<file path="config.mk">
export PLATFORM = sky130hd
export DESIGN_NAME = adc_result_compute_regs
export DESIGN_NICKNAME = d
export VERILOG_FILES = /design/src/design/adc_result_pkg.sv /design/src/design/adc_filter_unit.sv /design/src/design/adc_result_compute_regs.sv
export SDC_FILE = /design/constraint.sdc
export NUM_CORES = 1
export LEC_CHECK = 0
export ABC_AREA = 1
export BUFFER_PORTS_ARGS = -buffer_cell sky130_fd_sc_hd__buf_4
export CORE_ASPECT_RATIO = 2
export CORE_UTILIZATION = 35
export CTS_CLUSTER_SIZE = 30
export DETAILED_ROUTE_END_ITERATION = 7
export SLEW_MARGIN = 15
export SYNTH_ARGS = -nofsm -noshare
export SYNTH_HDL_FRONTEND = slang
export SYNTH_SLANG_ARGS = --single-unit
</file>
<file path="constraint.sdc">
create_clock -name aclk -period 5.16 [get_ports aclk]
set_input_delay 0.258 -clock aclk [delete_from_list [all_inputs] [get_ports aclk]]
set_output_delay 0.258 -clock aclk [all_outputs]
set_load 0.02 [all_outputs]
</file>
<file path="src/design/adc_result_pkg.sv">
// Constants, field layout and helpers shared by the converter result logic
package adc_result_pkg;

  // ----------------------------------------------------------------
  // Register byte addresses
  // ----------------------------------------------------------------
  localparam logic [7:0] OFF_CTRL = 8'h00;
  localparam logic [7:0] OFF_FILT_L = 8'h04;
  localparam logic [7:0] OFF_FILT_H = 8'h08;
  localparam logic [7:0] OFF_RES_H = 8'h0c;
  localparam logic [7:0] OFF_RES_L = 8'h10;
  localparam logic [7:0] OFF_PREV_H = 8'h14;
  localparam logic [7:0] OFF_PREV_L = 8'h18;
  localparam logic [7:0] OFF_ACC_H = 8'h1c;
  localparam logic [7:0] OFF_ACC_L = 8'h20;
  localparam logic [7:0] OFF_STPT_H = 8'h24;
  localparam logic [7:0] OFF_STPT_L = 8'h28;

  // ----------------------------------------------------------------
  // Control word field positions and reset value
  // ----------------------------------------------------------------
  localparam int CTRL_JUSTIFY_BIT = 0;
  localparam int CTRL_PSRC_BIT = 1;
  localparam int CTRL_SHIFT_LSB = 2;
  localparam int CTRL_SHIFT_W = 3;
  localparam int CTRL_MODE_LSB = 5;
  localparam int CTRL_MODE_W = 3;
  localparam int CTRL_CALC_LSB = 8;
  localparam int CTRL_CALC_W = 3;
  localparam int CTRL_W = 11;
  localparam logic [CTRL_W-1:0] CTRL_RESET = 11'h000;

  localparam int RES_W = 10;
  localparam int WORD_W = 16;
  localparam logic [RES_W-1:0] RES_RESET = 10'h000;
  localparam logic [WORD_W-1:0] WORD_RESET = 16'h0000;

  localparam logic [1:0] RESP_OKAY = 2'b00;
  localparam logic [1:0] RESP_SLVERR = 2'b10;

  typedef enum logic [2:0] {
    MODE_BASIC = 3'h0,
    MODE_ACCUM = 3'h1,
    MODE_AVG = 3'h2,
    MODE_BURST = 3'h3,
    MODE_LPF = 3'h4
  } compute_mode_e;

  // ----------------------------------------------------------------
  // Result layout helpers
  // ----------------------------------------------------------------
  function automatic logic [7:0] pack_high(input logic [RES_W-1:0] res, input logic right);
    pack_high = right ? {6'h00, res[9:8]} : res[9:2];
  endfunction : pack_high

  function automatic logic [7:0] pack_low(input logic [RES_W-1:0] res, input logic right);
    pack_low = right ? res[7:0] : {res[1:0], 6'h00};
  endfunction : pack_low

  function automatic logic [WORD_W-1:0] shift_signed(input logic [WORD_W-1:0] v,
                                                     input logic [CTRL_SHIFT_W-1:0] n);
    shift_signed = WORD_W'($signed(v) >>> n);
  endfunction : shift_signed

endpackage : adc_result_pkg

</file>
<file path="src/design/adc_filter_unit.sv">
// Filter output stage: shifted accumulator or low-pass filter state
`timescale 1ns/10ps
module adc_filter_unit (
  input wire logic aclk,
  input wire logic aresetn,
  input wire logic lpf_mode,
  input wire logic [adc_result_pkg::CTRL_SHIFT_W-1:0] shift,
  input wire logic [adc_result_pkg::WORD_W-1:0] acc,
  input wire logic sample_valid,
  input wire logic [adc_result_pkg::RES_W-1:0] sample,
  output logic [adc_result_pkg::WORD_W-1:0] filter_value
);

  logic [adc_result_pkg::WORD_W-1:0] lpf_reg;
  logic [16:0] diff;

  // Difference kept one bit wider so a falling input cannot wrap
  assign diff = {1'b0, 6'h00, sample} - {lpf_reg[15], lpf_reg};

  always_ff @(posedge aclk) begin
    if (!aresetn) begin
      lpf_reg <= adc_result_pkg::WORD_RESET;
    end else if (sample_valid && lpf_mode) begin
      lpf_reg <= lpf_reg + 16'($signed(diff) >>> shift);
    end
  end

  // Registered view; lags the shifted accumulator, or the low-pass state in low-pass mode, by one cycle
  always_ff @(posedge aclk) begin
    if (!aresetn) begin
      filter_value <= adc_result_pkg::WORD_RESET;
    end else if (lpf_mode) begin
      filter_value <= lpf_reg;
    end else begin
      filter_value <= adc_result_pkg::shift_signed(acc, shift);
    end
  end
endmodule : adc_filter_unit

</file>
<file path="src/design/adc_result_compute_regs.sv">
// Result, previous, accumulator and setpoint registers behind an AXI4-Lite slave
//
// The register offsets and the AXI4-Lite interface to the registers were chosen for this implementation.
`timescale 1ns/10ps
module adc_result_compute_regs (
  input wire logic aclk,
  input wire logic aresetn,
  input wire logic [7:0] s_axi_awaddr,
  input wire logic s_axi_awvalid,
  output logic s_axi_awready,
  input wire logic [31:0] s_axi_wdata,
  input wire logic [3:0] s_axi_wstrb,
  input wire logic s_axi_wvalid,
  output logic s_axi_wready,
  output logic [1:0] s_axi_bresp,
  output logic s_axi_bvalid,
  input wire logic s_axi_bready,
  input wire logic [7:0] s_axi_araddr,
  input wire logic s_axi_arvalid,
  output logic s_axi_arready,
  output logic [31:0] s_axi_rdata,
  output logic [1:0] s_axi_rresp,
  output logic s_axi_rvalid,
  input wire logic s_axi_rready,
  input wire logic conv_start,
  input wire logic conv_done,
  input wire logic [adc_result_pkg::RES_W-1:0] conv_data,
  output logic [adc_result_pkg::WORD_W-1:0] filter_output,
  output logic [adc_result_pkg::WORD_W-1:0] threshold_setpoint,
  output logic [adc_result_pkg::CTRL_CALC_W-1:0] error_calc_select
);

  // ----------------------------------------------------------------
  // State
  // ----------------------------------------------------------------
  logic [adc_result_pkg::CTRL_W-1:0] ctrl_reg;
  logic [adc_result_pkg::RES_W-1:0] res_reg;
  logic [adc_result_pkg::WORD_W-1:0] prev_reg;
  logic [adc_result_pkg::WORD_W-1:0] acc_reg;
  logic [adc_result_pkg::WORD_W-1:0] acc_next;
  logic [adc_result_pkg::WORD_W-1:0] filter_value;
  logic [7:0] aw_addr_reg;
  logic [31:0] w_data_reg;
  logic [3:0] w_strb_reg;
  logic aw_held_reg;
  logic w_held_reg;
  logic do_write;
  logic wr_lane0;
  logic justify_select;
  logic previous_source_select;
  logic [adc_result_pkg::CTRL_SHIFT_W-1:0] result_shift_count;
  adc_result_pkg::compute_mode_e mode;
  logic lpf_mode;
  logic acc_mode;
  logic [7:0] rd_byte;
  logic rd_hit;

  assign justify_select = ctrl_reg[adc_result_pkg::CTRL_JUSTIFY_BIT];
  assign previous_source_select = ctrl_reg[adc_result_pkg::CTRL_PSRC_BIT];
  assign result_shift_count = ctrl_reg[adc_result_pkg::CTRL_SHIFT_LSB +:
                                       adc_result_pkg::CTRL_SHIFT_W];
  assign mode = adc_result_pkg::compute_mode_e'(ctrl_reg[adc_result_pkg::CTRL_MODE_LSB +:
                                                         adc_result_pkg::CTRL_MODE_W]);
  assign lpf_mode = (mode == adc_result_pkg::MODE_LPF);
  assign acc_mode = (mode == adc_result_pkg::MODE_ACCUM) || (mode == adc_result_pkg::MODE_AVG) ||
                    (mode == adc_result_pkg::MODE_BURST);

  // ----------------------------------------------------------------
  // AXI4-Lite write channels
  // ----------------------------------------------------------------
  // Address and data are held independently; the write fires once both are in
  assign do_write = aw_held_reg && w_held_reg && !s_axi_bvalid;
  assign wr_lane0 = do_write && w_strb_reg[0];

  always_ff @(posedge aclk) begin
    if (!aresetn) begin
      aw_held_reg <= 1'b0;
      aw_addr_reg <= 8'h00;
      s_axi_awready <= 1'b0;
    end else if (s_axi_awready && s_axi_awvalid) begin
      aw_held_reg <= 1'b1;
      aw_addr_reg <= s_axi_awaddr;
      s_axi_awready <= 1'b0;
    end else begin
      if (do_write) begin
        aw_held_reg <= 1'b0;
      end
      s_axi_awready <= !aw_held_reg && !s_axi_bvalid && !s_axi_awready;
    end
  end

  always_ff @(posedge aclk) begin
    if (!aresetn) begin
      w_held_reg <= 1'b0;
      w_data_reg <= 32'h0000_0000;
      w_strb_reg <= 4'h0;
      s_axi_wready <= 1'b0;
    end else if (s_axi_wready && s_axi_wvalid) begin
      w_held_reg <= 1'b1;
      w_data_reg <= s_axi_wdata;
      w_strb_reg <= s_axi_wstrb;
      s_axi_wready <= 1'b0;
    end else begin
      if (do_write) begin
        w_held_reg <= 1'b0;
      end
      s_axi_wready <= !w_held_reg && !s_axi_bvalid && !s_axi_wready;
    end
  end

  always_ff @(posedge aclk) begin
    if (!aresetn) begin
      s_axi_bvalid <= 1'b0;
      s_axi_bresp <= adc_result_pkg::RESP_OKAY;
    end else if (do_write) begin
      s_axi_bvalid <= 1'b1;
      s_axi_bresp <= addr_ok(aw_addr_reg) ? adc_result_pkg::RESP_OKAY :
                     adc_result_pkg::RESP_SLVERR;
    end else if (s_axi_bready) begin
      s_axi_bvalid <= 1'b0;
    end
  end

  function automatic logic addr_ok(input logic [7:0] a);
    addr_ok = (a <= adc_result_pkg::OFF_STPT_L) && (a[1:0] == 2'b00);
  endfunction : addr_ok

  function automatic logic wr_at(input logic [7:0] a);
    wr_at = wr_lane0 && (aw_addr_reg == a);
  endfunction : wr_at

  // ----------------------------------------------------------------
  // Control and setpoint
  // ----------------------------------------------------------------
  always_ff @(posedge aclk) begin
    if (!aresetn) begin
      ctrl_reg <= adc_result_pkg::CTRL_RESET;
    end else if (do_write && aw_addr_reg == adc_result_pkg::OFF_CTRL) begin
      if (w_strb_reg[0]) begin
        ctrl_reg[7:0] <= w_data_reg[7:0];
      end
      if (w_strb_reg[1]) begin
        ctrl_reg[10:8] <= w_data_reg[10:8];
      end
    end
  end

  always_ff @(posedge aclk) begin
    if (!aresetn) begin
      threshold_setpoint <= adc_result_pkg::WORD_RESET;
    end else if (wr_at(adc_result_pkg::OFF_STPT_H)) begin
      threshold_setpoint[15:8] <= w_data_reg[7:0];
    end else if (wr_at(adc_result_pkg::OFF_STPT_L)) begin
      threshold_setpoint[7:0] <= w_data_reg[7:0];
    end
  end

  always_ff @(posedge aclk) begin
    if (!aresetn) begin
      error_calc_select <= 3'h0;
    end else begin
      error_calc_select <= ctrl_reg[adc_result_pkg::CTRL_CALC_LSB +:
                                    adc_result_pkg::CTRL_CALC_W];
    end
  end

  // ----------------------------------------------------------------
  // Conversion result, kept unjustified
  // ----------------------------------------------------------------
  // A finishing conversion wins over a software write in the same cycle
  always_ff @(posedge aclk) begin
    if (!aresetn) begin
      res_reg <= adc_result_pkg::RES_RESET;
    end else if (conv_done) begin
      res_reg <= conv_data;
    end else if (wr_at(adc_result_pkg::OFF_RES_H)) begin
      if (justify_select) begin
        res_reg[9:8] <= w_data_reg[1:0];
      end else begin
        res_reg[9:2] <= w_data_reg[7:0];
      end
    end else if (wr_at(adc_result_pkg::OFF_RES_L)) begin
      if (justify_select) begin
        res_reg[7:0] <= w_data_reg[7:0];
      end else begin
        res_reg[1:0] <= w_data_reg[7:6];
      end
    end
  end

  // ----------------------------------------------------------------
  // Previous result capture
  // ----------------------------------------------------------------
  always_ff @(posedge aclk) begin
    if (!aresetn) begin
      prev_reg <= adc_result_pkg::WORD_RESET;
    end else if (conv_start) begin
      if (previous_source_select) begin
        prev_reg <= filter_value;
      end else begin
        prev_reg <= {adc_result_pkg::pack_high(res_reg, justify_select),
                     adc_result_pkg::pack_low(res_reg, justify_select)};
      end
    end
  end

  // ----------------------------------------------------------------
  // Accumulator
  // ----------------------------------------------------------------
  // Low-pass mode feeds back the filter so the sum tracks input minus output
  always_comb begin
    acc_next = acc_reg;
    if (acc_mode) begin
      acc_next = acc_reg + {6'h00, conv_data};
    end else if (lpf_mode) begin
      acc_next = acc_reg + {6'h00, conv_data} - filter_value;
    end
  end

  always_ff @(posedge aclk) begin
    if (!aresetn) begin
      acc_reg <= adc_result_pkg::WORD_RESET;
    end else if (conv_done) begin
      acc_reg <= acc_next;
    end else if (wr_at(adc_result_pkg::OFF_ACC_H)) begin
      acc_reg[15:8] <= w_data_reg[7:0];
    end else if (wr_at(adc_result_pkg::OFF_ACC_L)) begin
      acc_reg[7:0] <= w_data_reg[7:0];
    end
  end

  adc_filter_unit filter_unit (
    .aclk(aclk),
    .aresetn(aresetn),
    .lpf_mode(lpf_mode),
    .shift(result_shift_count),
    .acc(acc_reg),
    .sample_valid(conv_done),
    .sample(conv_data),
    .filter_value(filter_value)
  );

  always_ff @(posedge aclk) begin
    if (!aresetn) begin
      filter_output <= adc_result_pkg::WORD_RESET;
    end else begin
      filter_output <= filter_value;
    end
  end

  // ----------------------------------------------------------------
  // AXI4-Lite read channel
  // ----------------------------------------------------------------
  always_comb begin
    rd_byte = 8'h00;
    rd_hit = 1'b1;
    case (s_axi_araddr)
      adc_result_pkg::OFF_CTRL: rd_byte = ctrl_reg[7:0];
      adc_result_pkg::OFF_FILT_L: rd_byte = filter_value[7:0];
      adc_result_pkg::OFF_FILT_H: rd_byte = filter_value[15:8];
      adc_result_pkg::OFF_RES_H: rd_byte = adc_result_pkg::pack_high(res_reg, justify_select);
      adc_result_pkg::OFF_RES_L: rd_byte = adc_result_pkg::pack_low(res_reg, justify_select);
      adc_result_pkg::OFF_PREV_H: rd_byte = prev_reg[15:8];
      adc_result_pkg::OFF_PREV_L: rd_byte = prev_reg[7:0];
      adc_result_pkg::OFF_ACC_H: rd_byte = acc_reg[15:8];
      adc_result_pkg::OFF_ACC_L: rd_byte = acc_reg[7:0];
      adc_result_pkg::OFF_STPT_H: rd_byte = threshold_setpoint[15:8];
      adc_result_pkg::OFF_STPT_L: rd_byte = threshold_setpoint[7:0];
      default: rd_hit = 1'b0;
    endcase
  end

  always_ff @(posedge aclk) begin
    if (!aresetn) begin
      s_axi_arready <= 1'b0;
      s_axi_rvalid <= 1'b0;
      s_axi_rdata <= 32'h0000_0000;
      s_axi_rresp <= adc_result_pkg::RESP_OKAY;
    end else if (s_axi_arready && s_axi_arvalid) begin
      s_axi_arready <= 1'b0;
      s_axi_rvalid <= 1'b1;
      s_axi_rdata <= (s_axi_araddr == adc_result_pkg::OFF_CTRL) ?
                     {21'h000000, ctrl_reg} : {24'h000000, rd_byte};
      s_axi_rresp <= rd_hit ? adc_result_pkg::RESP_OKAY : adc_result_pkg::RESP_SLVERR;
    end else if (s_axi_rvalid) begin
      if (s_axi_rready) begin
        s_axi_rvalid <= 1'b0;
      end
    end else begin
      s_axi_arready <= !s_axi_arready;
    end
  end
endmodule : adc_result_compute_regs

</file>
==> results.sh <==
export IMPL_synth_main_ff_cell="dfxtp_1"
export IMPL_cts_resized_gates=0
export IMPL_synth_edf_count=0
export IMPL_cts_tree="built"
export IMPL_setup_viol=0
export IMPL_cap_violations=0
export IMPL_drtIter0Drc=907
export IMPL_grt_remaining_overflow=0
export IMPL_post_cts_buffers=0
export IMPL_synth_simple_area_share_pct=22.8
export IMPL_muxShareOfSynthArea_pct=0.566
export IMPL_fp_row_count=89
export IMPL_hold_buffers=0
export IMPL_coreArea_um2=29600
export IMPL_nNetsFinal=1766
export IMPL_setup_ws_ns=0.448
export IMPL_fmax_mhz=212
export IMPL_first_pass_iters=8
export IMPL_final_cell_mix="nand2_1 (283), inv_1 (196), o21ai_0 (192)"
export IMPL_worstSetupEndpointType="register"
export IMPL_drc_errors=18
export IMPL_syn_area_per_cell_um2=6.73
export IMPL_num_vias=11200
export IMPL_clk_pin_slew_ns=0.07
export IMPL_clockRootBuffer="clkbuf_16"
export IMPL_grt_pass1_wl_um=61200
export IMPL_area_growth_pct=14.6
export IMPL_start_kind="register"
export IMPL_finClkSkew_ns=0.0132
export IMPL_fin_crit_sh_pct=91.3
export IMPL_worst_skew_pair_late_latency_ns=0.46
export IMPL_die_area_um2=31100
export IMPL_die_h_um=248
export IMPL_dp_cells=1983
export IMPL_violations="design-rule violations"
export IMPL_timing_worst_setup_path_type="reg2reg"
export IMPL_diodes=0
export IMPL_synth_compound_area_share_pct=24.9
export IMPL_crit_fanout=5
export IMPL_hold_viol_final=0
export IMPL_hp_class="in2reg"
export IMPL_peakVddDrop_uv=219
export IMPL_p_leak_nw=5.44
export IMPL_crit_arrival_ns=5.06
export IMPL_grt_antenna_before_repair=0
export IMPL_gp_routability_congestion=1.03
export IMPL_dpl_hpwl_um=31700
export IMPL_seq_area_frac_synth_pct=30.4
export IMPL_avgViaCountPerCell=5.55
export IMPL_cts_path_max_buffers=2
export IMPL_maxSlewHeadroom_pct=32.8
export IMPL_initial_utilization_pct=35.8
export IMPL_status="complete, but fails checks"
export IMPL_grt_usage_pct=26.3
export IMPL_ioPinCount=147
export IMPL_fin_crit_ns=4.71
export IMPL_place_ws_ns=0.451
export IMPL_design_area_um2=12200
export IMPL_grt_max_degree=90
export IMPL_grt_setup_unrepaired="no"
export IMPL_required_ns=5.51
export IMPL_drive_gt1_share_pct=11.0
export IMPL_synth_cell_types=57
export IMPL_synth_top_family_by_area="compound AO/OA/AOI/OAI gates"
export IMPL_detail_route_antenna_nets=0
export IMPL_die_x_um=125
export IMPL_wl_per_cell_um=20.1
export IMPL_stdcell_count=2015
export IMPL_port_buffers=100
export IMPL_clkSinkCount=161
export IMPL_grt_pass1_vias=10900
export IMPL_syn_area_um2=10600
export IMPL_ys_async_sr_fraction_pct=0
export IMPL_yosys_area_share_adder_pct=7.00
export IMPL_final_common_cell="nand2_1"
export IMPL_yosys_warnings=0
export IMPL_ys_ff_latch=161
export IMPL_drt_wl_total_um=40600
export IMPL_power_density_nw_per_um2=287
export IMPL_maxSlewViolCount=0
export IMPL_synthCells=1577
export IMPL_cts_buffers=17
export IMPL_cts_htree_levels=4
export IMPL_fin_setup_tns_ns=0
export IMPL_yosys_area_share_xor_xnor_pct=2.81
export IMPL_place_area_um2=11600
export IMPL_worst_pin_slew_ns=1.01
-- metal layers --
metal	global-route usage [%]	share of wire, %	vias to the layer above
li1	-	-	5426
met1	23.9	34	5243
met2	50.8	54	360
met3	3.69	3.6	153
met4	23.0	8.5	0
met5	0	0	-
-- synthesized netlist by cell type (5+ instances only) --
library cell,instances,area share [%]
o211ai_1,10,0.71
buf_1,9,0.32
o21ai_0,192,9.1
or2_2,9,0.53
clkbuf_1,55,1.9
a211oi_1,14,0.99
a31oi_1,38,2.2
nand4_1,5,0.29
a221oi_1,8,0.66
o22ai_1,9,0.53
nor3_1,24,1.1
dfxtp_1,161,30
ha_1,53,6.2
o221ai_1,9,0.74
mux2i_1,6,0.57
o21ai_1,8,0.38
inv_1,196,6.9
xnor2_1,10,0.83
buf_2,8,0.38
nand2_1,283,10
nand3_1,113,5.3
a21oi_2,5,0.41
nor2_1,99,3.5
inv_2,5,0.18
buf_4,23,1.6
a2111oi_0,5,0.41
o31ai_1,5,0.35
xor2_1,24,2.0
a21o_1,7,0.50
a21oi_1,132,6.2
-- where the power goes --
group | internal, mW | switching, mW | total [mW] | leakage (nW)
Clock | 0.733 | 0.576 | 1.31 | 0.286
Sequential | 1.30 | 0.0622 | 1.36 | 1.31
Combinational | 0.282 | 0.533 | 0.815 | 3.84
-- worst paths after layout --
kind | slack, ns | endpoint | startpoint | cells after the start
hold / removal | 0.05 | aw_addr_reg[0] | s_axi_awaddr[0] | 3
setup / recovery | 0.45 | filter_unit.lpf_reg[12] | filter_unit.lpf_reg[0] | 24
setup reg to reg | 0.45 | filter_unit.lpf_reg[12] | filter_unit.lpf_reg[0] | 24
hold reg to reg | 0.45 | s_axi_wready | w_held_reg | 1
-- per-stage QoR --
| stage | total power, mW | hold WS, ns | utilization, % |
|---|---|---|---|
| 6_report | 3.49 | 0.0491 | 41.0 |
| 5_1_grt | 3.65 | 0.0725 | 41.0 |
| 4_1_cts | 3.50 | 0.0383 | 41.0 |
| 3_5_place_dp | 2.19 | 0.441 | 39.1 |
| 3_3_place_gp | 2.18 | 0.438 | 39.1 |
| 2_1_floorplan | 1.93 | 0.417 | - |
-- critical path: stages (launching register included) --
cell	delay [ns]
dfxtp_1	0.36
ha_1	0.21
fa_1	0.41
o21ai_1	0.29
nand3_1	0.12
nand2_1	0.10
xnor2_1	0.07
o21ai_0	0.16
inv_1	0.07
nand2_1	0.05
o21ai_0	0.10
o21ai_0	0.33
ha_1	0.24
inv_1	0.06
fa_1	0.42
nand3b_1	0.18
nand2_1	0.11
inv_1	0.05
o21a_1	0.22
o21ai_0	0.29
a21boi_0	0.23
o21ai_0	0.24
xor2_1	0.09
o21ai_0	0.15
inv_1	0.05
-- logic make-up (layout without fill, tap and decap cells) --
group                      Yosys count  count (layout)
AOI/OAI and AO/OA                  461             461
xor gates and xnor gates            34              34
adders and majority gates           57              57
buffers and inverters              299             351
DFF                                161             161
muxes                                6               6
other                                1              23
and+or+nand+nor                    558             558
-- cell type report --
cell class | instances | area [um2]
Clock buffer | 19 | 443
Clock inverter | 13 | 149
Fill cell | 3196 | 17500
Inverter | 203 | 762
Multi-Input combinational cell | 1139 | 6260
Sequential cell | 161 | 3220
Tap cell | 364 | 455
Timing Repair Buffer | 116 | 871
Note: power is estimated with default switching activity, not from simulation.
